--- config.mk ---
export PLATFORM = sky130hd
export DESIGN_NAME = dim_mapper
export DESIGN_NICKNAME = d
export VERILOG_FILES = /design/src/dim_pkg.sv /design/src/dim_mapper.sv /design/src/dim_in_filter.sv /design/src/dim_activate.sv
export VERILOG_INCLUDE_DIRS = /design/src
export SDC_FILE = /design/constraint.sdc
export NUM_CORES = 1
export LEC_CHECK = 0
export BUFFER_PORTS_ARGS = -buffer_cell sky130_fd_sc_hd__buf_2
export CORE_MARGIN = 2
export CORE_UTILIZATION = 36
export CTS_CLUSTER_SIZE = 10
export DETAILED_ROUTE_END_ITERATION = 7
export SLEW_MARGIN = 40
export SYNTH_ARGS = -nofsm -noshare
export SYNTH_HDL_FRONTEND = slang
export SYNTH_SLANG_ARGS = --single-unit
--- constraint.sdc ---
create_clock -name mclk -period 2.9 [get_ports mclk]
set_input_delay 0.58 -clock mclk [delete_from_list [all_inputs] [get_ports mclk]]
set_output_delay 0.58 -clock mclk [all_outputs]
set_load 0.01 [all_outputs]
--- src/dim_params.svh ---
// Purpose: Offsets, field positions, reset values and timing of the input mapper
// Assumes: 32-bit APB, one register per aligned word
// Notes: Included by the mapper and its input filter
`ifndef DIM_PARAMS_SVH
`define DIM_PARAMS_SVH

`define DIM_OFF_PO_FIRST      8'h00
`define DIM_OFF_PO_SECOND     8'h04
`define DIM_OFF_ANALOG_SEL    8'h08
`define DIM_OFF_TERM_ONE      8'h0c
`define DIM_OFF_TERM_TWO      8'h10
`define DIM_OFF_TERM_THREE    8'h14
`define DIM_OFF_TERM_FOUR     8'h18
`define DIM_OFF_INPUT_STATUS  8'h1c
`define DIM_OFF_FUNC_STATUS   8'h20

`define DIM_RST_PO            16'h0000
`define DIM_RST_ANALOG_SEL    16'h0000
`define DIM_RST_TERM          16'h0000

`define DIM_CFG_FUNC_LSB      0
`define DIM_CFG_FUNC_MSB      7
`define DIM_CFG_LOGIC_LSB     8
`define DIM_CFG_LOGIC_MSB     11
`define DIM_SEL_SPEED_BIT     0
`define DIM_SEL_TORQUE_BIT    1

`define DIM_FUNC_NONE         8'h00
`define DIM_FUNC_GAP          8'h0d
`define DIM_FUNC_LAST         8'h1e
`define DIM_PO_SECOND_BASE    17

`define DIM_FILTER_TIME_NS    3200000
`define DIM_CLK_PERIOD_NS     100
`define DIM_FILTER_CYCLES     ((`DIM_FILTER_TIME_NS + `DIM_CLK_PERIOD_NS - 1) / `DIM_CLK_PERIOD_NS)

`endif

--- src/dim_pkg.sv ---
// Purpose: Types shared by the input mapper
// Assumes: Logic-select codes 0 to 4 in enum order
// Notes: None
package dim_pkg;
  typedef enum logic [3:0] {
    DIM_ACT_LOW,
    DIM_ACT_HIGH,
    DIM_ACT_FALL,
    DIM_ACT_RISE,
    DIM_ACT_BOTH
  } dim_act_e;
  typedef logic [30:0]        dim_func_t;
  typedef logic signed [15:0] dim_cmd_t;
endpackage

--- src/dim_mapper.sv ---
// Purpose: Map four optocoupled input terminals onto drive functions over APB
// Assumes: APB master on mclk; analog words and limits from same-clock logic
// Notes: Function vector bit n is the function with code n
// Notes on behaviour
// - Each terminal has a function code 00 to 1E in its low byte, and 00 means no function.
// - Codes 01 to 0B give servo enable through pulse-command inhibit in the listed order.
// - Codes 0C, 0E, 0F are speed segment bits 1-3, 10 clears residue, 11-12 torque stage bits.
// - Codes 13 to 16 are gantry sync, gantry zero, origin switch and homing start.
// - Codes 17, 18 invert speed and torque analog, 19 is external alarm, 1A emergency stop.
// - Codes 1B, 1C are probe 1 and 2, 1D requests pole detection, 1E negates position command.
// - Logic select 0 low, 1 high, 2 falling, 3 rising, 4 both edges.
// - A low-speed input level is accepted only after it persists longer than 3.2 ms.
// - Speed source bit 0 picks analog one, 1 picks analog two for the speed command.
// - Torque source bit 0 picks analog two, 1 picks analog one for the torque command.
// - Two 16-bit power-on words, reset zero, name functions forced active.
// - Terminals two to four use the same codes and selects, each set on its own.
// - An active torque-limit switch applies the external limit, otherwise the internal one.
// - In internal torque mode the two torque stage bits index one of four presets.
`timescale 1ns/1ps
`include "dim_params.svh"
module dim_mapper
  import dim_pkg::*;
#(
  parameter int unsigned FILTER_CYCLES = `DIM_FILTER_CYCLES
) (
  // Clock and reset
  input  wire logic             mclk,
  input  wire logic             resetn,
  // APB slave
  input  wire logic             psel,
  input  wire logic             penable,
  input  wire logic             pwrite,
  input  wire logic [7:0]       paddr,
  input  wire logic [31:0]      pwdata,
  output logic [31:0]           prdata,
  output logic                  pready,
  output logic                  pslverr,
  // Input terminal pins
  input  wire logic             input_terminal_one,
  input  wire logic             input_terminal_two,
  input  wire logic             input_terminal_three,
  input  wire logic             input_terminal_four,
  // Analog command words
  input  wire dim_pkg::dim_cmd_t analog_in_one,
  input  wire dim_pkg::dim_cmd_t analog_in_two,
  output dim_pkg::dim_cmd_t     speed_cmd,
  output dim_pkg::dim_cmd_t     torque_cmd,
  // Torque limits
  input  wire dim_pkg::dim_cmd_t internal_forward_torque_limit,
  input  wire dim_pkg::dim_cmd_t internal_reverse_torque_limit,
  input  wire dim_pkg::dim_cmd_t external_forward_torque_limit,
  input  wire dim_pkg::dim_cmd_t external_reverse_torque_limit,
  output dim_pkg::dim_cmd_t     forward_torque_limit,
  output dim_pkg::dim_cmd_t     reverse_torque_limit,
  // Internal torque presets
  input  wire logic             internal_torque_mode,
  output logic [1:0]            torque_preset_index,
  // Function vector and named functions
  output dim_pkg::dim_func_t    func_active,
  output logic                  servo_enable,
  output logic                  alarm_clear,
  output logic                  forward_overtravel,
  output logic                  reverse_overtravel,
  output logic                  control_mode_switch,
  output logic                  proportional_control,
  output logic                  forward_torque_limit_switch,
  output logic                  reverse_torque_limit_switch,
  output logic                  gain_switch,
  output logic                  zero_lock,
  output logic                  pulse_command_inhibit,
  output logic [2:0]            speed_segment_select,
  output logic                  position_residue_clear,
  output logic [1:0]            torque_stage_select,
  output logic                  gantry_sync_enable,
  output logic                  gantry_align_zero,
  output logic                  origin_switch,
  output logic                  homing_start,
  output logic                  speed_analog_invert,
  output logic                  torque_analog_invert,
  output logic                  external_alarm,
  output logic                  emergency_stop,
  output logic                  probe_one,
  output logic                  probe_two,
  output logic                  pole_detect_request,
  output logic                  position_cmd_negate
);
  localparam int NTERM = 4;

  // Function code to one-hot vector; unlisted codes give nothing
  function automatic dim_func_t func_decode(input logic [7:0] code);
    dim_func_t v;
    v = '0;
    if (code != `DIM_FUNC_NONE && code != `DIM_FUNC_GAP && code <= `DIM_FUNC_LAST) begin
      v[code[4:0]] = 1'b1;
    end
    return v;
  endfunction

  // Saturating negate keeps the most negative word in range
  function automatic dim_cmd_t sat_negate(input dim_cmd_t x);
    dim_cmd_t r;
    r = (x == 16'sh8000) ? 16'sh7fff : -x;
    return r;
  endfunction

  logic [15:0] po_first_q;
  logic [15:0] po_second_q;
  logic [15:0] analog_sel_q;
  logic [15:0] term_cfg_q [NTERM];
  logic [NTERM-1:0] pins;
  logic [NTERM-1:0] level;
  logic [NTERM-1:0] hit;
  dim_func_t        term_func [NTERM];
  dim_func_t        func_d;
  dim_func_t        func_q;
  dim_func_t        po_func;
  logic [31:0]      prdata_q;
  logic             setup;
  logic             wr_access;
  logic             mapped;
  dim_cmd_t         speed_q;
  dim_cmd_t         torque_q;
  dim_cmd_t         fwd_lim_q;
  dim_cmd_t         rev_lim_q;
  logic [1:0]       preset_q;

  assign pins = {input_terminal_four, input_terminal_three,
                 input_terminal_two, input_terminal_one};

  // Per-terminal filter, activation and decode
  genvar g;
  generate
    for (g = 0; g < NTERM; g++) begin : g_term
      dim_in_filter #(
        .FILTER_CYCLES (FILTER_CYCLES)
      ) u_filter (
        .mclk   (mclk),
        .resetn (resetn),
        .pin    (pins[g]),
        .level  (level[g])
      );
      dim_activate u_act (
        .mclk      (mclk),
        .resetn    (resetn),
        .level     (level[g]),
        .logic_sel (term_cfg_q[g][`DIM_CFG_LOGIC_MSB:`DIM_CFG_LOGIC_LSB]),
        .hit       (hit[g])
      );
      // Same codes and selects on every terminal, each from its own register
      assign term_func[g] = hit[g] ?
          func_decode(term_cfg_q[g][`DIM_CFG_FUNC_MSB:`DIM_CFG_FUNC_LSB]) : '0;
    end
  endgenerate

  // Power-on words: first holds codes 1 to 16, second codes 17 to 30
  always_comb begin
    po_func = '0;
    for (int i = 0; i < 16; i++) begin
      po_func[i + 1] = po_first_q[i];
    end
    for (int i = 0; i < 14; i++) begin
      po_func[i + `DIM_PO_SECOND_BASE] = po_second_q[i];
    end
  end

  always_comb begin
    func_d = po_func;
    for (int t = 0; t < NTERM; t++) begin
      func_d = func_d | term_func[t];
    end
    func_d[0] = 1'b0;
    func_d[13] = 1'b0;
  end

  always_ff @(posedge mclk or negedge resetn) begin
    if (!resetn) begin
      func_q <= '0;
    end else begin
      func_q <= func_d;
    end
  end

  // APB decode
  assign setup     = psel & ~penable;
  assign wr_access = psel & penable & pwrite;

  always_comb begin
    mapped = 1'b1;
    unique case (paddr)
      `DIM_OFF_PO_FIRST, `DIM_OFF_PO_SECOND, `DIM_OFF_ANALOG_SEL,
      `DIM_OFF_TERM_ONE, `DIM_OFF_TERM_TWO, `DIM_OFF_TERM_THREE,
      `DIM_OFF_TERM_FOUR, `DIM_OFF_INPUT_STATUS, `DIM_OFF_FUNC_STATUS: mapped = 1'b1;
      default: mapped = 1'b0;
    endcase
  end

  assign pready  = psel & penable;
  assign pslverr = psel & penable & ~mapped;
  assign prdata  = prdata_q;

  always_ff @(posedge mclk or negedge resetn) begin
    if (!resetn) begin
      po_first_q   <= `DIM_RST_PO;
      po_second_q  <= `DIM_RST_PO;
      analog_sel_q <= `DIM_RST_ANALOG_SEL;
    end else if (wr_access) begin
      if (paddr == `DIM_OFF_PO_FIRST) begin
        po_first_q <= pwdata[15:0];
      end
      if (paddr == `DIM_OFF_PO_SECOND) begin
        po_second_q <= pwdata[15:0];
      end
      if (paddr == `DIM_OFF_ANALOG_SEL) begin
        analog_sel_q <= pwdata[15:0];
      end
    end
  end

  always_ff @(posedge mclk or negedge resetn) begin
    if (!resetn) begin
      for (int t = 0; t < NTERM; t++) begin
        term_cfg_q[t] <= `DIM_RST_TERM;
      end
    end else if (wr_access) begin
      if (paddr == `DIM_OFF_TERM_ONE) begin
        term_cfg_q[0] <= pwdata[15:0];
      end
      if (paddr == `DIM_OFF_TERM_TWO) begin
        term_cfg_q[1] <= pwdata[15:0];
      end
      if (paddr == `DIM_OFF_TERM_THREE) begin
        term_cfg_q[2] <= pwdata[15:0];
      end
      if (paddr == `DIM_OFF_TERM_FOUR) begin
        term_cfg_q[3] <= pwdata[15:0];
      end
    end
  end

  // Read data captured in the setup cycle
  always_ff @(posedge mclk or negedge resetn) begin
    if (!resetn) begin
      prdata_q <= 32'h0000_0000;
    end else if (setup) begin
      unique case (paddr)
        `DIM_OFF_PO_FIRST:     prdata_q <= {16'h0000, po_first_q};
        `DIM_OFF_PO_SECOND:    prdata_q <= {16'h0000, po_second_q};
        `DIM_OFF_ANALOG_SEL:   prdata_q <= {16'h0000, analog_sel_q};
        `DIM_OFF_TERM_ONE:     prdata_q <= {16'h0000, term_cfg_q[0]};
        `DIM_OFF_TERM_TWO:     prdata_q <= {16'h0000, term_cfg_q[1]};
        `DIM_OFF_TERM_THREE:   prdata_q <= {16'h0000, term_cfg_q[2]};
        `DIM_OFF_TERM_FOUR:    prdata_q <= {16'h0000, term_cfg_q[3]};
        `DIM_OFF_INPUT_STATUS: prdata_q <= {28'h0000000, level};
        `DIM_OFF_FUNC_STATUS:  prdata_q <= {1'b0, func_q};
        default:               prdata_q <= 32'h0000_0000;
      endcase
    end
  end

  // Analog routing with optional inversion
  always_ff @(posedge mclk or negedge resetn) begin
    if (!resetn) begin
      speed_q <= 16'sh0000;
    end else begin
      if (analog_sel_q[`DIM_SEL_SPEED_BIT]) begin
        speed_q <= func_q[23] ? sat_negate(analog_in_two) : analog_in_two;
      end else begin
        speed_q <= func_q[23] ? sat_negate(analog_in_one) : analog_in_one;
      end
    end
  end

  always_ff @(posedge mclk or negedge resetn) begin
    if (!resetn) begin
      torque_q <= 16'sh0000;
    end else begin
      if (analog_sel_q[`DIM_SEL_TORQUE_BIT]) begin
        torque_q <= func_q[24] ? sat_negate(analog_in_one) : analog_in_one;
      end else begin
        torque_q <= func_q[24] ? sat_negate(analog_in_two) : analog_in_two;
      end
    end
  end

  assign speed_cmd  = speed_q;
  assign torque_cmd = torque_q;

  // Torque limit selection
  always_ff @(posedge mclk or negedge resetn) begin
    if (!resetn) begin
      fwd_lim_q <= 16'sh0000;
      rev_lim_q <= 16'sh0000;
    end else begin
      fwd_lim_q <= func_q[7] ? external_forward_torque_limit
                             : internal_forward_torque_limit;
      rev_lim_q <= func_q[8] ? external_reverse_torque_limit
                             : internal_reverse_torque_limit;
    end
  end

  assign forward_torque_limit = fwd_lim_q;
  assign reverse_torque_limit = rev_lim_q;

  // Preset index, stage 1 is the low bit
  always_ff @(posedge mclk or negedge resetn) begin
    if (!resetn) begin
      preset_q <= 2'h0;
    end else if (internal_torque_mode) begin
      preset_q <= {func_q[18], func_q[17]};
    end else begin
      preset_q <= 2'h0;
    end
  end

  assign torque_preset_index = preset_q;

  // Named function outputs
  assign func_active                 = func_q;
  assign servo_enable                = func_q[1];
  assign alarm_clear                 = func_q[2];
  assign forward_overtravel          = func_q[3];
  assign reverse_overtravel          = func_q[4];
  assign control_mode_switch         = func_q[5];
  assign proportional_control        = func_q[6];
  assign forward_torque_limit_switch = func_q[7];
  assign reverse_torque_limit_switch = func_q[8];
  assign gain_switch                 = func_q[9];
  assign zero_lock                   = func_q[10];
  assign pulse_command_inhibit       = func_q[11];
  assign speed_segment_select        = {func_q[15], func_q[14], func_q[12]};
  assign position_residue_clear      = func_q[16];
  assign torque_stage_select         = {func_q[18], func_q[17]};
  assign gantry_sync_enable          = func_q[19];
  assign gantry_align_zero           = func_q[20];
  assign origin_switch               = func_q[21];
  assign homing_start                = func_q[22];
  assign speed_analog_invert         = func_q[23];
  assign torque_analog_invert        = func_q[24];
  assign external_alarm              = func_q[25];
  assign emergency_stop              = func_q[26];
  assign probe_one                   = func_q[27];
  assign probe_two                   = func_q[28];
  assign pole_detect_request         = func_q[29];
  assign position_cmd_negate         = func_q[30];
endmodule

--- src/dim_in_filter.sv ---
// Purpose: Synchronise one input pin and accept a new level only after it persists
// Assumes: Pin is asynchronous to mclk
// Notes: Level changes after more than FILTER_CYCLES stable cycles
`timescale 1ns/1ps
`include "dim_params.svh"
module dim_in_filter #(
  parameter int unsigned FILTER_CYCLES = `DIM_FILTER_CYCLES
) (
  // Clock and reset
  input  wire logic mclk,
  input  wire logic resetn,
  // Pin and filtered level
  input  wire logic pin,
  output logic      level
);
  logic        meta_q;
  logic        sync_q;
  logic [15:0] cnt_q;
  logic        level_q;

  always_ff @(posedge mclk or negedge resetn) begin
    if (!resetn) begin
      meta_q <= 1'b0;
      sync_q <= 1'b0;
    end else begin
      meta_q <= pin;
      sync_q <= meta_q;
    end
  end

  // Count only while the synchronised pin differs from the accepted level
  always_ff @(posedge mclk or negedge resetn) begin
    if (!resetn) begin
      cnt_q   <= 16'h0000;
      level_q <= 1'b0;
    end else if (sync_q == level_q) begin
      cnt_q <= 16'h0000;
    end else if (cnt_q >= FILTER_CYCLES[15:0]) begin
      level_q <= sync_q;
      cnt_q   <= 16'h0000;
    end else begin
      cnt_q <= cnt_q + 16'h0001;
    end
  end

  assign level = level_q;
endmodule

--- src/dim_activate.sv ---
// Purpose: Turn a filtered terminal level into a function hit per logic select
// Assumes: Level comes from the same clock domain
// Notes: Edge modes give one-cycle hits; unknown select codes never hit
`timescale 1ns/1ps
module dim_activate
  import dim_pkg::*;
(
  // Clock and reset
  input  wire logic       mclk,
  input  wire logic       resetn,
  // Level and selection
  input  wire logic       level,
  input  wire logic [3:0] logic_sel,
  output logic            hit
);
  logic prev_q;

  always_ff @(posedge mclk or negedge resetn) begin
    if (!resetn) begin
      prev_q <= 1'b0;
    end else begin
      prev_q <= level;
    end
  end

  always_comb begin
    hit = 1'b0;
    unique case (logic_sel)
      DIM_ACT_LOW:  hit = ~level;
      DIM_ACT_HIGH: hit = level;
      DIM_ACT_FALL: hit = prev_q & ~level;
      DIM_ACT_RISE: hit = ~prev_q & level;
      DIM_ACT_BOTH: hit = prev_q ^ level;
      default:      hit = 1'b0;
    endcase
  end
endmodule

==> summary.txt, run 1 <==
Status
  • Result of the run: finished, final reports clean

Clock network
  • # resized after CTS: 0
  • Register clock-pin slew on the reported worst setup and hold paths: 50 ps
  • Buffer levels on the longest clock path: 3
  • Clock latency reported for the late side of the worst-skew pair: 550 ps
  • TritonCTS clock tree: built
  • Number of levels in the clock H-tree: 2
  • Clock Sinks: 318
  • Number of clock buffers inserted by TritonCTS: 39
  • Number of setup buffers added after CTS: 0
  • Root buf cell: sky130_fd_sc_hd__clkbuf_16

Timing
  • Worst Clk Skew: around 14 ps
  • Min Tclk post-route: 2600 ps
  • Ratio of final minimum period to clock period: 0.898
  • Setup repair after global routing missed its margin: false
  • Max Freq: 384 MHz
  • Final setup vio count: 0
  • Transition time at the pin with the least slew margin: around 830 ps
  • Headroom to the max-slew limit: 0.448
  • Hold Vio Cnt, Final: 0
  • Max Slew Vio Count: 0

Power
  • Internal power consumption: 7.63 mW
  • Leak pwr: 9.12 nW
  • Peak supply drop: approximately 0.46 mV
  • Final total power: between 10 and 15 mW
  • Net switching power: 2.47 mW
  • Sw Ratio: 0.245
  • Clock share of power: 0.452
  • Comb power frac: 0.088
  • Pwr Density: a little over 500 nW/µm²
  • Sequential share of power: 0.460

Floorplan
  • Die area: roughly 47000 µm²
  • Total I/O pin count: 306
  • Die W: 216 µm
  • Placement row count: 77
  • Core area: 44300 µm²
  • Vertical die dimension: 216 µm
  • Initial cell density of the core: 0.366

Critical path
  • Critical path's largest stage delay: 610 ps
  • Launching element type of the critical path: flop
  • Required @ worst endpoint: 3280 ps
  • Highest net fanout along the worst path: 14
  • Worst Setup Path Type: reg -> reg
  • WP buf/inv: 2
  • Worst path cell trace: inv_1, ha_1, a21oi_1, a2111oi_0, buf_4, or2_2, a31o_2, or4_1
  • CP max stage cell: sky130_fd_sc_hd__or4_1
  • Family with the most delay on the worst path: simple AND/OR/NAND/NOR gates
  • Signal arrival time at the worst endpoint: 2980 ps
  • Worst setup EP type: flop

Synthesis
  • Share of synthesized flip-flops with an asynchronous set or reset: 1.00
  • Total of flip-flops plus latches after synthesis: 318
  • EDFF count, synth: 0
  • Syn_area_per_cell: 10.6 µm²
  • Yosys warning total: 0
  • Unique cell type count in the Yosys netlist: 77
  • Cell area after technology mapping: approximately 16000 µm²
  • Sequential element share of the synthesized area: 0.491
  • Main synth FF type: sky130_fd_sc_hd__dfrtp_1
  • Syn Inst Count: approximately 1.5k

Flow run
  • Number of max-capacitance violations reported: 0

GRT
  • Maximum number of pins on one net before global-route repair: 82
  • Vias in the first global route: 13.4k
  • Antenna violations before repair: 2
  • Global-route total usage across every layer: 0.227
  • Overall overflow remaining after global route: 0
  • Wire length of the first global-routing pass: 81500 µm

Place
  • Detail Placement HPWL: 39700 µm
  • # port buffers: 286
  • Placer Congestion: 0.973
  • Dpl cells: 2372

Final layout
  • Share of layout cells above drive strength 1: 0.330
  • P&R area growth vs syn: 21.2%
  • Filler Cells Inserted: 4284
  • Net count of the finished layout: about 2.0k
  • Post-Layout Cell Count: 2429

Detailed routing
  • Number of routed nets with antenna violations: 0
  • Initial DRT Pass Iterations: 5
  • DRC violation total after the first TritonRoute iteration: 1211
  • Routed WL per cell: between 20 and 25 µm
  • Total routed wirelength: 53800 µm
  • Remaining routing DRC violations: 0
  • Via count normalized by instance count: 5.53
  • Routed vias: 13.4k

Hold path
  • Worst hold-check path type: in -> reg
[through the flow]
step	worst slack, ps	hold WS [ps]	setup TNS [ps]	utilization	area [µm²]
floorplan	75.4	284	0	-	16200
global placement	-30.3	333	-93.4	0.417	18500
detailed placement	-48.1	343	-222	0.417	18500
CTS	299	118	0	0.443	19700
global route	179	130	0	0.443	19700
finish	296	143	0	0.443	19700
[power by group through the flow]
stage	registers, mW	clock network [mW]	logic (mW)
final	4.65	4.57	0.884
after global routing	4.66	4.86	0.969
after CTS	4.64	4.68	0.888
after detailed placement	4.72	0	0.883
after global placement	4.72	0	0.873
after floorplan	4.72	0	0.393
[placed cells by master, fill, tap and decap left out, types with 19 or more instances in the layout]
cell type                   count
sky130_fd_sc_hd__nor2_1       130
sky130_fd_sc_hd__o22ai_1       19
sky130_fd_sc_hd__dfrtp_1      317
sky130_fd_sc_hd__o211ai_1      22
sky130_fd_sc_hd__nand2_1      109
sky130_fd_sc_hd__nor2b_1       19
sky130_fd_sc_hd__a31oi_1       22
sky130_fd_sc_hd__buf_4         65
sky130_fd_sc_hd__clkbuf_16     41
sky130_fd_sc_hd__mux2i_1       33
sky130_fd_sc_hd__buf_2        285
sky130_fd_sc_hd__nand2b_1      20
sky130_fd_sc_hd__nand3_1       56
sky130_fd_sc_hd__and3_1        21
sky130_fd_sc_hd__xor2_1        31
sky130_fd_sc_hd__a21oi_1       37
sky130_fd_sc_hd__xnor2_1       33
sky130_fd_sc_hd__mux2_2       156
sky130_fd_sc_hd__nor3_1        34
sky130_fd_sc_hd__inv_1         36
sky130_fd_sc_hd__o21ai_0       38
[cells in the mapped netlist (33+ instances only)]
master	number	area (µm²)
sky130_fd_sc_hd__a21oi_1	37	185
sky130_fd_sc_hd__clkbuf_1	58	218
sky130_fd_sc_hd__dfrtp_1	318	7960
sky130_fd_sc_hd__inv_1	36	135
sky130_fd_sc_hd__mux2_2	156	1760
sky130_fd_sc_hd__mux2i_1	33	330
sky130_fd_sc_hd__nand2_1	109	409
sky130_fd_sc_hd__nand3_1	56	280
sky130_fd_sc_hd__nor2_1	130	488
sky130_fd_sc_hd__nor3_1	34	170
sky130_fd_sc_hd__o21ai_0	38	190
sky130_fd_sc_hd__xnor2_1	33	289
[cell type report]
type,instances,area (µm²),area share
Sequential cell,318,7960,0.405
Multi-Input combinational cell,1069,7600,0.387
Timing Repair Buffer,358,2060,0.105
Clock buffer,54,1120,0.0572
Tap cell,592,741,0.0377
Inverter,36,135,0.00688
Clock inverter,1,30.0,0.00153
Antenna cell,1,2.50,0.000127
[worst paths after layout]
path                                      startpoint                     endpoint  slack (ps)  cells after the start
max                         g_term[0].u_filter.level              func_active[11]         300                      8
min                               input_terminal_one    g_term[0].u_filter.meta_q         140                      1
max reg2reg                 g_term[0].u_filter.level              func_active[11]         300                      8
max in group asynchronous                     resetn  g_term[2].u_filter.cnt_q[4]        1500                      3
min in group asynchronous                     resetn                torque_cmd[3]         570                      2
min reg2reg                g_term[0].u_filter.meta_q    g_term[0].u_filter.sync_q         350                      0
[state kept, by name, summed over array words and instances, names as in the netlist, 29 cells and up]
signal and cells:
term_cfg_q 64, func_active 29, g_term.u_filter.cnt_q 64, prdata 31
[repair_timing]
item | 4_1_cts | 5_1_grt
endpoints found under the setup margin | 0 | 0
hold buffers | 1 | 0
endpoints found under the hold margin | 49 | 0
[worst register-to-register path, cell delays in order (launching register included)]
cell and delay (ps):
sky130_fd_sc_hd__dfrtp_1 490, sky130_fd_sc_hd__inv_1 110, sky130_fd_sc_hd__ha_1 190, sky130_fd_sc_hd__a21oi_1 140
sky130_fd_sc_hd__a2111oi_0 90, sky130_fd_sc_hd__buf_4 180, sky130_fd_sc_hd__or2_2 400, sky130_fd_sc_hd__a31o_2 240
sky130_fd_sc_hd__or4_1 610
[layer usage]
layer,vias up,routed length [µm],GRT usage
met5,-,9,0
met4,2,2040,0.0932
met3,121,3030,0.0337
met2,507,26000,0.385
met1,6715,22700,0.292
li1,6097,-,-
[logic make-up after synthesis]
| kind of cell | after synthesis | synth area share |
|---|---|---|
| xor gates and xnor gates | 64 | 0.0346 |
| DFF | 318 | 0.491 |
| AOI/OAI and AO/OA | 267 | 0.116 |
| other | 1 | 0.000231 |
| buffers and inverters | 147 | 0.0429 |
| and+or+nand+nor | 517 | 0.164 |
| muxes | 196 | 0.138 |
| adders and majority gates | 18 | 0.0139 |
Power figures use the tool's default switching activity.
==> run 2, diff against run 1 <==
--- a/config.mk
+++ b/config.mk
@@ -6,6 +6,7 @@
 export SDC_FILE = /design/constraint.sdc
 export NUM_CORES = 1
 export LEC_CHECK = 0
+export ABC_AREA = 1
 export BUFFER_PORTS_ARGS = -buffer_cell sky130_fd_sc_hd__buf_2
 export CORE_MARGIN = 2
 export CORE_UTILIZATION = 36
==> summary.txt, run 2 <==
GRT
  • Vias in the first global route: 15.7k
  • Global-route total usage across every layer: 0.236
  • Met3 Resource Use GR: 0.0375
  • Overall overflow remaining after global route: 0
  • Antenna violations before repair: 2
  • Maximum number of pins on one net before global-route repair: 91
  • GR Util met2: 0.367
  • GR met1 Demand/Resource: 0.341
  • Wire length of the first global-routing pass: 91300 µm
  • GR peak layer: met2

Hold path
  • Worst hold-check path type: in -> reg

Synthesis
  • Share of synthesized flip-flops with an asynchronous set or reset: 1.00
  • Compound-Gate Fraction of Synth Area: 0.0919
  • Syn Inst Count: around 2.4k
  • Proportion of synthesized area in mux cells: 0
  • Area share of fa/ha/maj cells after synthesis: 0.0129
  • Post-synth top area cell: sky130_fd_sc_hd__dfrtp_1
  • Sequential element share of the synthesized area: 0.455
  • Portion of synthesized cell area occupied by the leading cell type: 0.455
  • Syn_area_per_cell: 7.20 µm²
  • Combinational family with the most area after synthesis: simple AND/OR/NAND/NOR gates
  • Unique cell type count in the Yosys netlist: 42
  • Synthesized-area fraction occupied by and/or/nand/nor cells: 0.328
  • Total of flip-flops plus latches after synthesis: 318
  • Cell area after technology mapping: 17500 µm²
  • Xor/xnor cell area share of the yosys netlist: 0.0155
  • Top area cells in the synthesized netlist: sky130_fd_sc_hd__dfrtp_1 46%, sky130_fd_sc_hd__nand2_1 14%, sky130_fd_sc_hd__nor2_1 7.2%
  • Main synth FF type: sky130_fd_sc_hd__dfrtp_1
  • Most repeated cell in the gate-level netlist after synthesis: sky130_fd_sc_hd__nand2_1
  • Top cells by instance count after synthesis: 673 x sky130_fd_sc_hd__nand2_1, 334 x sky130_fd_sc_hd__nor2_1, 318 x sky130_fd_sc_hd__dfrtp_1, 265 x sky130_fd_sc_hd__inv_1, 201 x sky130_fd_sc_hd__nand3_1
  • Yosys warning total: 0
  • EDFF count, synth: 0

Critical path
  • Highest net fanout along the worst path: 9
  • Worst Setup Path Type: in -> out
  • Worst setup EP type: primary output
  • Required @ worst endpoint: 2320 ps
  • Launching element type of the critical path: primary input
  • Signal arrival time at the worst endpoint: 2050 ps

Detailed routing
  • Number of routed nets with antenna violations: 0
  • DRC violation total after the first TritonRoute iteration: 1869
  • Routed WL per cell: between 15 and 20 µm
  • Initial DRT Pass Iterations: 6
  • Remaining routing DRC violations: 0
  • Via count normalized by instance count: 5.10
  • Total routed wirelength: approximately 60000 µm
  • Routed vias: about 17k

Power
  • Leak pwr: 10.2 nW
  • Pwr Density: about 490 nW/µm²
  • Peak supply drop: 0.300 mV

Floorplan
  • Die area: between 50000 and 60000 µm²
  • Placement row count: 80
  • Core area: 47800 µm²
  • Total I/O pin count: between 300 and 400
  • Initial cell density of the core: 0.365
  • Vertical die dimension: about 220 µm
  • Die W: 224 µm

Clock network
  • Buffer levels on the longest clock path: 3
  • Register clock-pin slew on the reported worst setup and hold paths: approximately 50 ps
  • Clock latency reported for the late side of the worst-skew pair: about 560 ps
  • Number of clock buffers inserted by TritonCTS: 39
  • Root buf cell: sky130_fd_sc_hd__clkbuf_16
  • TritonCTS clock tree: built
  • Number of setup buffers added after CTS: 0
  • Clock Sinks: roughly 320
  • Number of levels in the clock H-tree: 2

Timing
  • Min Tclk post-route: roughly 2600 ps
  • Final setup vio count: 0
  • Worst Clk Skew: roughly 38 ps
  • Total negative slack: 0 ps
  • Hold Vio Cnt, Final: 0
  • Ratio of final minimum period to clock period: 0.907
  • Headroom to the max-slew limit: 0.526
  • Setup repair after global routing missed its margin: false
  • Max Slew Vio Count: 0
  • Max Freq: between 300 and 400 MHz
  • Transition time at the pin with the least slew margin: 705 ps

Place
  • Placer Congestion: 0.958
  • Detail Placement HPWL: 45700 µm
  • # port buffers: 286
  • Dpl cells: 3253

Final layout
  • Post-Layout Cell Count: 3311
  • Most used cells in the layout excluding fill and tap cells: 673 x sky130_fd_sc_hd__nand2_1, 334 x sky130_fd_sc_hd__nor2_1, 318 x sky130_fd_sc_hd__dfrtp_1
  • P&R area growth vs syn: 17.4%
  • Most common library cell in the layout ignoring fill and taps: sky130_fd_sc_hd__nand2_1
  • Net count of the finished layout: 2844
  • Share of layout cells above drive strength 1: 0.153

Flow run
  • Number of max-capacitance violations reported: 0

Status
  • Result of the run: finished, final reports clean
-- run 2: cell types whose count changed after synthesis, moves of 20 or more --
| cell | before | now |
|---|---|---|
| sky130_fd_sc_hd__a21oi_1 | 37 | 82 |
| sky130_fd_sc_hd__buf_2 | 7 | 27 |
| sky130_fd_sc_hd__inv_1 | 36 | 265 |
| sky130_fd_sc_hd__mux2_2 | 156 | 0 |
| sky130_fd_sc_hd__mux2i_1 | 33 | 0 |
| sky130_fd_sc_hd__nand2_1 | 109 | 673 |
| sky130_fd_sc_hd__nand2b_1 | 20 | 0 |
| sky130_fd_sc_hd__nand3_1 | 56 | 201 |
| sky130_fd_sc_hd__nand4_1 | 16 | 64 |
| sky130_fd_sc_hd__nor2_1 | 130 | 334 |
| sky130_fd_sc_hd__nor2b_1 | 20 | 0 |
| sky130_fd_sc_hd__o211ai_1 | 22 | 1 |
| sky130_fd_sc_hd__o21ai_0 | 38 | 189 |
| sky130_fd_sc_hd__xnor2_1 | 33 | 7 |
-- run 2: worst paths after layout --
check	startpoint	endpoint	slack (ps)	cells after the start
min reg2reg	g_term[0].u_filter.meta_q	g_term[0].u_filter.sync_q	350	0
max	paddr[5]	pslverr	270	10
max reg2reg	g_term[3].u_filter.level	func_active[8]	500	10
max in group asynchronous	resetn	g_term[3].u_filter.cnt_q[7]	1500	3
min in group asynchronous	resetn	torque_preset_index[1]	530	2
min	input_terminal_three	g_term[2].u_filter.meta_q	130	1
-- run 2: layout make-up --
cell class	instances	area, µm²
flip-flops and latches	318	7960
well taps	615	769
inverters	280	1060
clock inverters	4	60.1
diodes	2	5.00
fillers	5025	27300
clock buffers	51	1080
multi-input cells	1721	7860
repair buffers	320	1740
-- run 2: logic make-up (layout without fill, tap and decap cells) --
kind of cell / count (synthesis) / count (layout)
simple gates: 1353 / 1353
fa+ha+maj: 18 / 18
other cells: 1 / 9
compound gates: 312 / 312
flops: 318 / 318
xor+xnor: 31 / 31
buf+inv: 397 / 655
-- run 2: critical path, stage by stage --
cell,delay [ps]
sky130_fd_sc_hd__buf_2,80
sky130_fd_sc_hd__inv_1,70
sky130_fd_sc_hd__nand3_2,210
sky130_fd_sc_hd__inv_2,160
sky130_fd_sc_hd__nand2_4,190
sky130_fd_sc_hd__inv_4,40
sky130_fd_sc_hd__a21oi_1,150
sky130_fd_sc_hd__o2111ai_1,120
sky130_fd_sc_hd__nor2_1,240
sky130_fd_sc_hd__buf_2,190
-- run 2: layer usage --
metal | share of wire | wire [µm] | vias to the layer above
li1 | - | - | 8187
met1 | 0.45 | 27300 | 7977
met2 | 0.45 | 26900 | 644
met3 | 0.075 | 4530 | 77
met4 | 0.022 | 1320 | 0
met5 | 0 | 0 | -
-- run 2: stage by stage --
step                      instance area [µm²]  total power [mW]   util  worst slack (ps)  hold slack, ps
after floorplan                         17500              5.15      -               904             284
after global placement                  19400              5.58  0.405               298             338
after detailed placement                19400              5.60  0.405               281             338
after CTS                               20500              10.2  0.429               276            98.0
after global routing                    20500              10.5  0.429               202             112
final                                   20500              10.0  0.429               270             130
-- run 2: power by group --
group	internal, mW	switching [mW]	total, mW
combinational	0.265	0.634	0.899
sequential	4.55	0.0786	4.63
clock	2.67	1.85	4.52
-- run 2: what timing repair did --
| action | in CTS | in global routing |
|---|---|---|
| resized for setup | 0 | 0 |
| endpoints found under the hold margin | 42 | 0 |
| hold buffers | 1 | 0 |
| setup endpoints to repair | 0 | 0 |
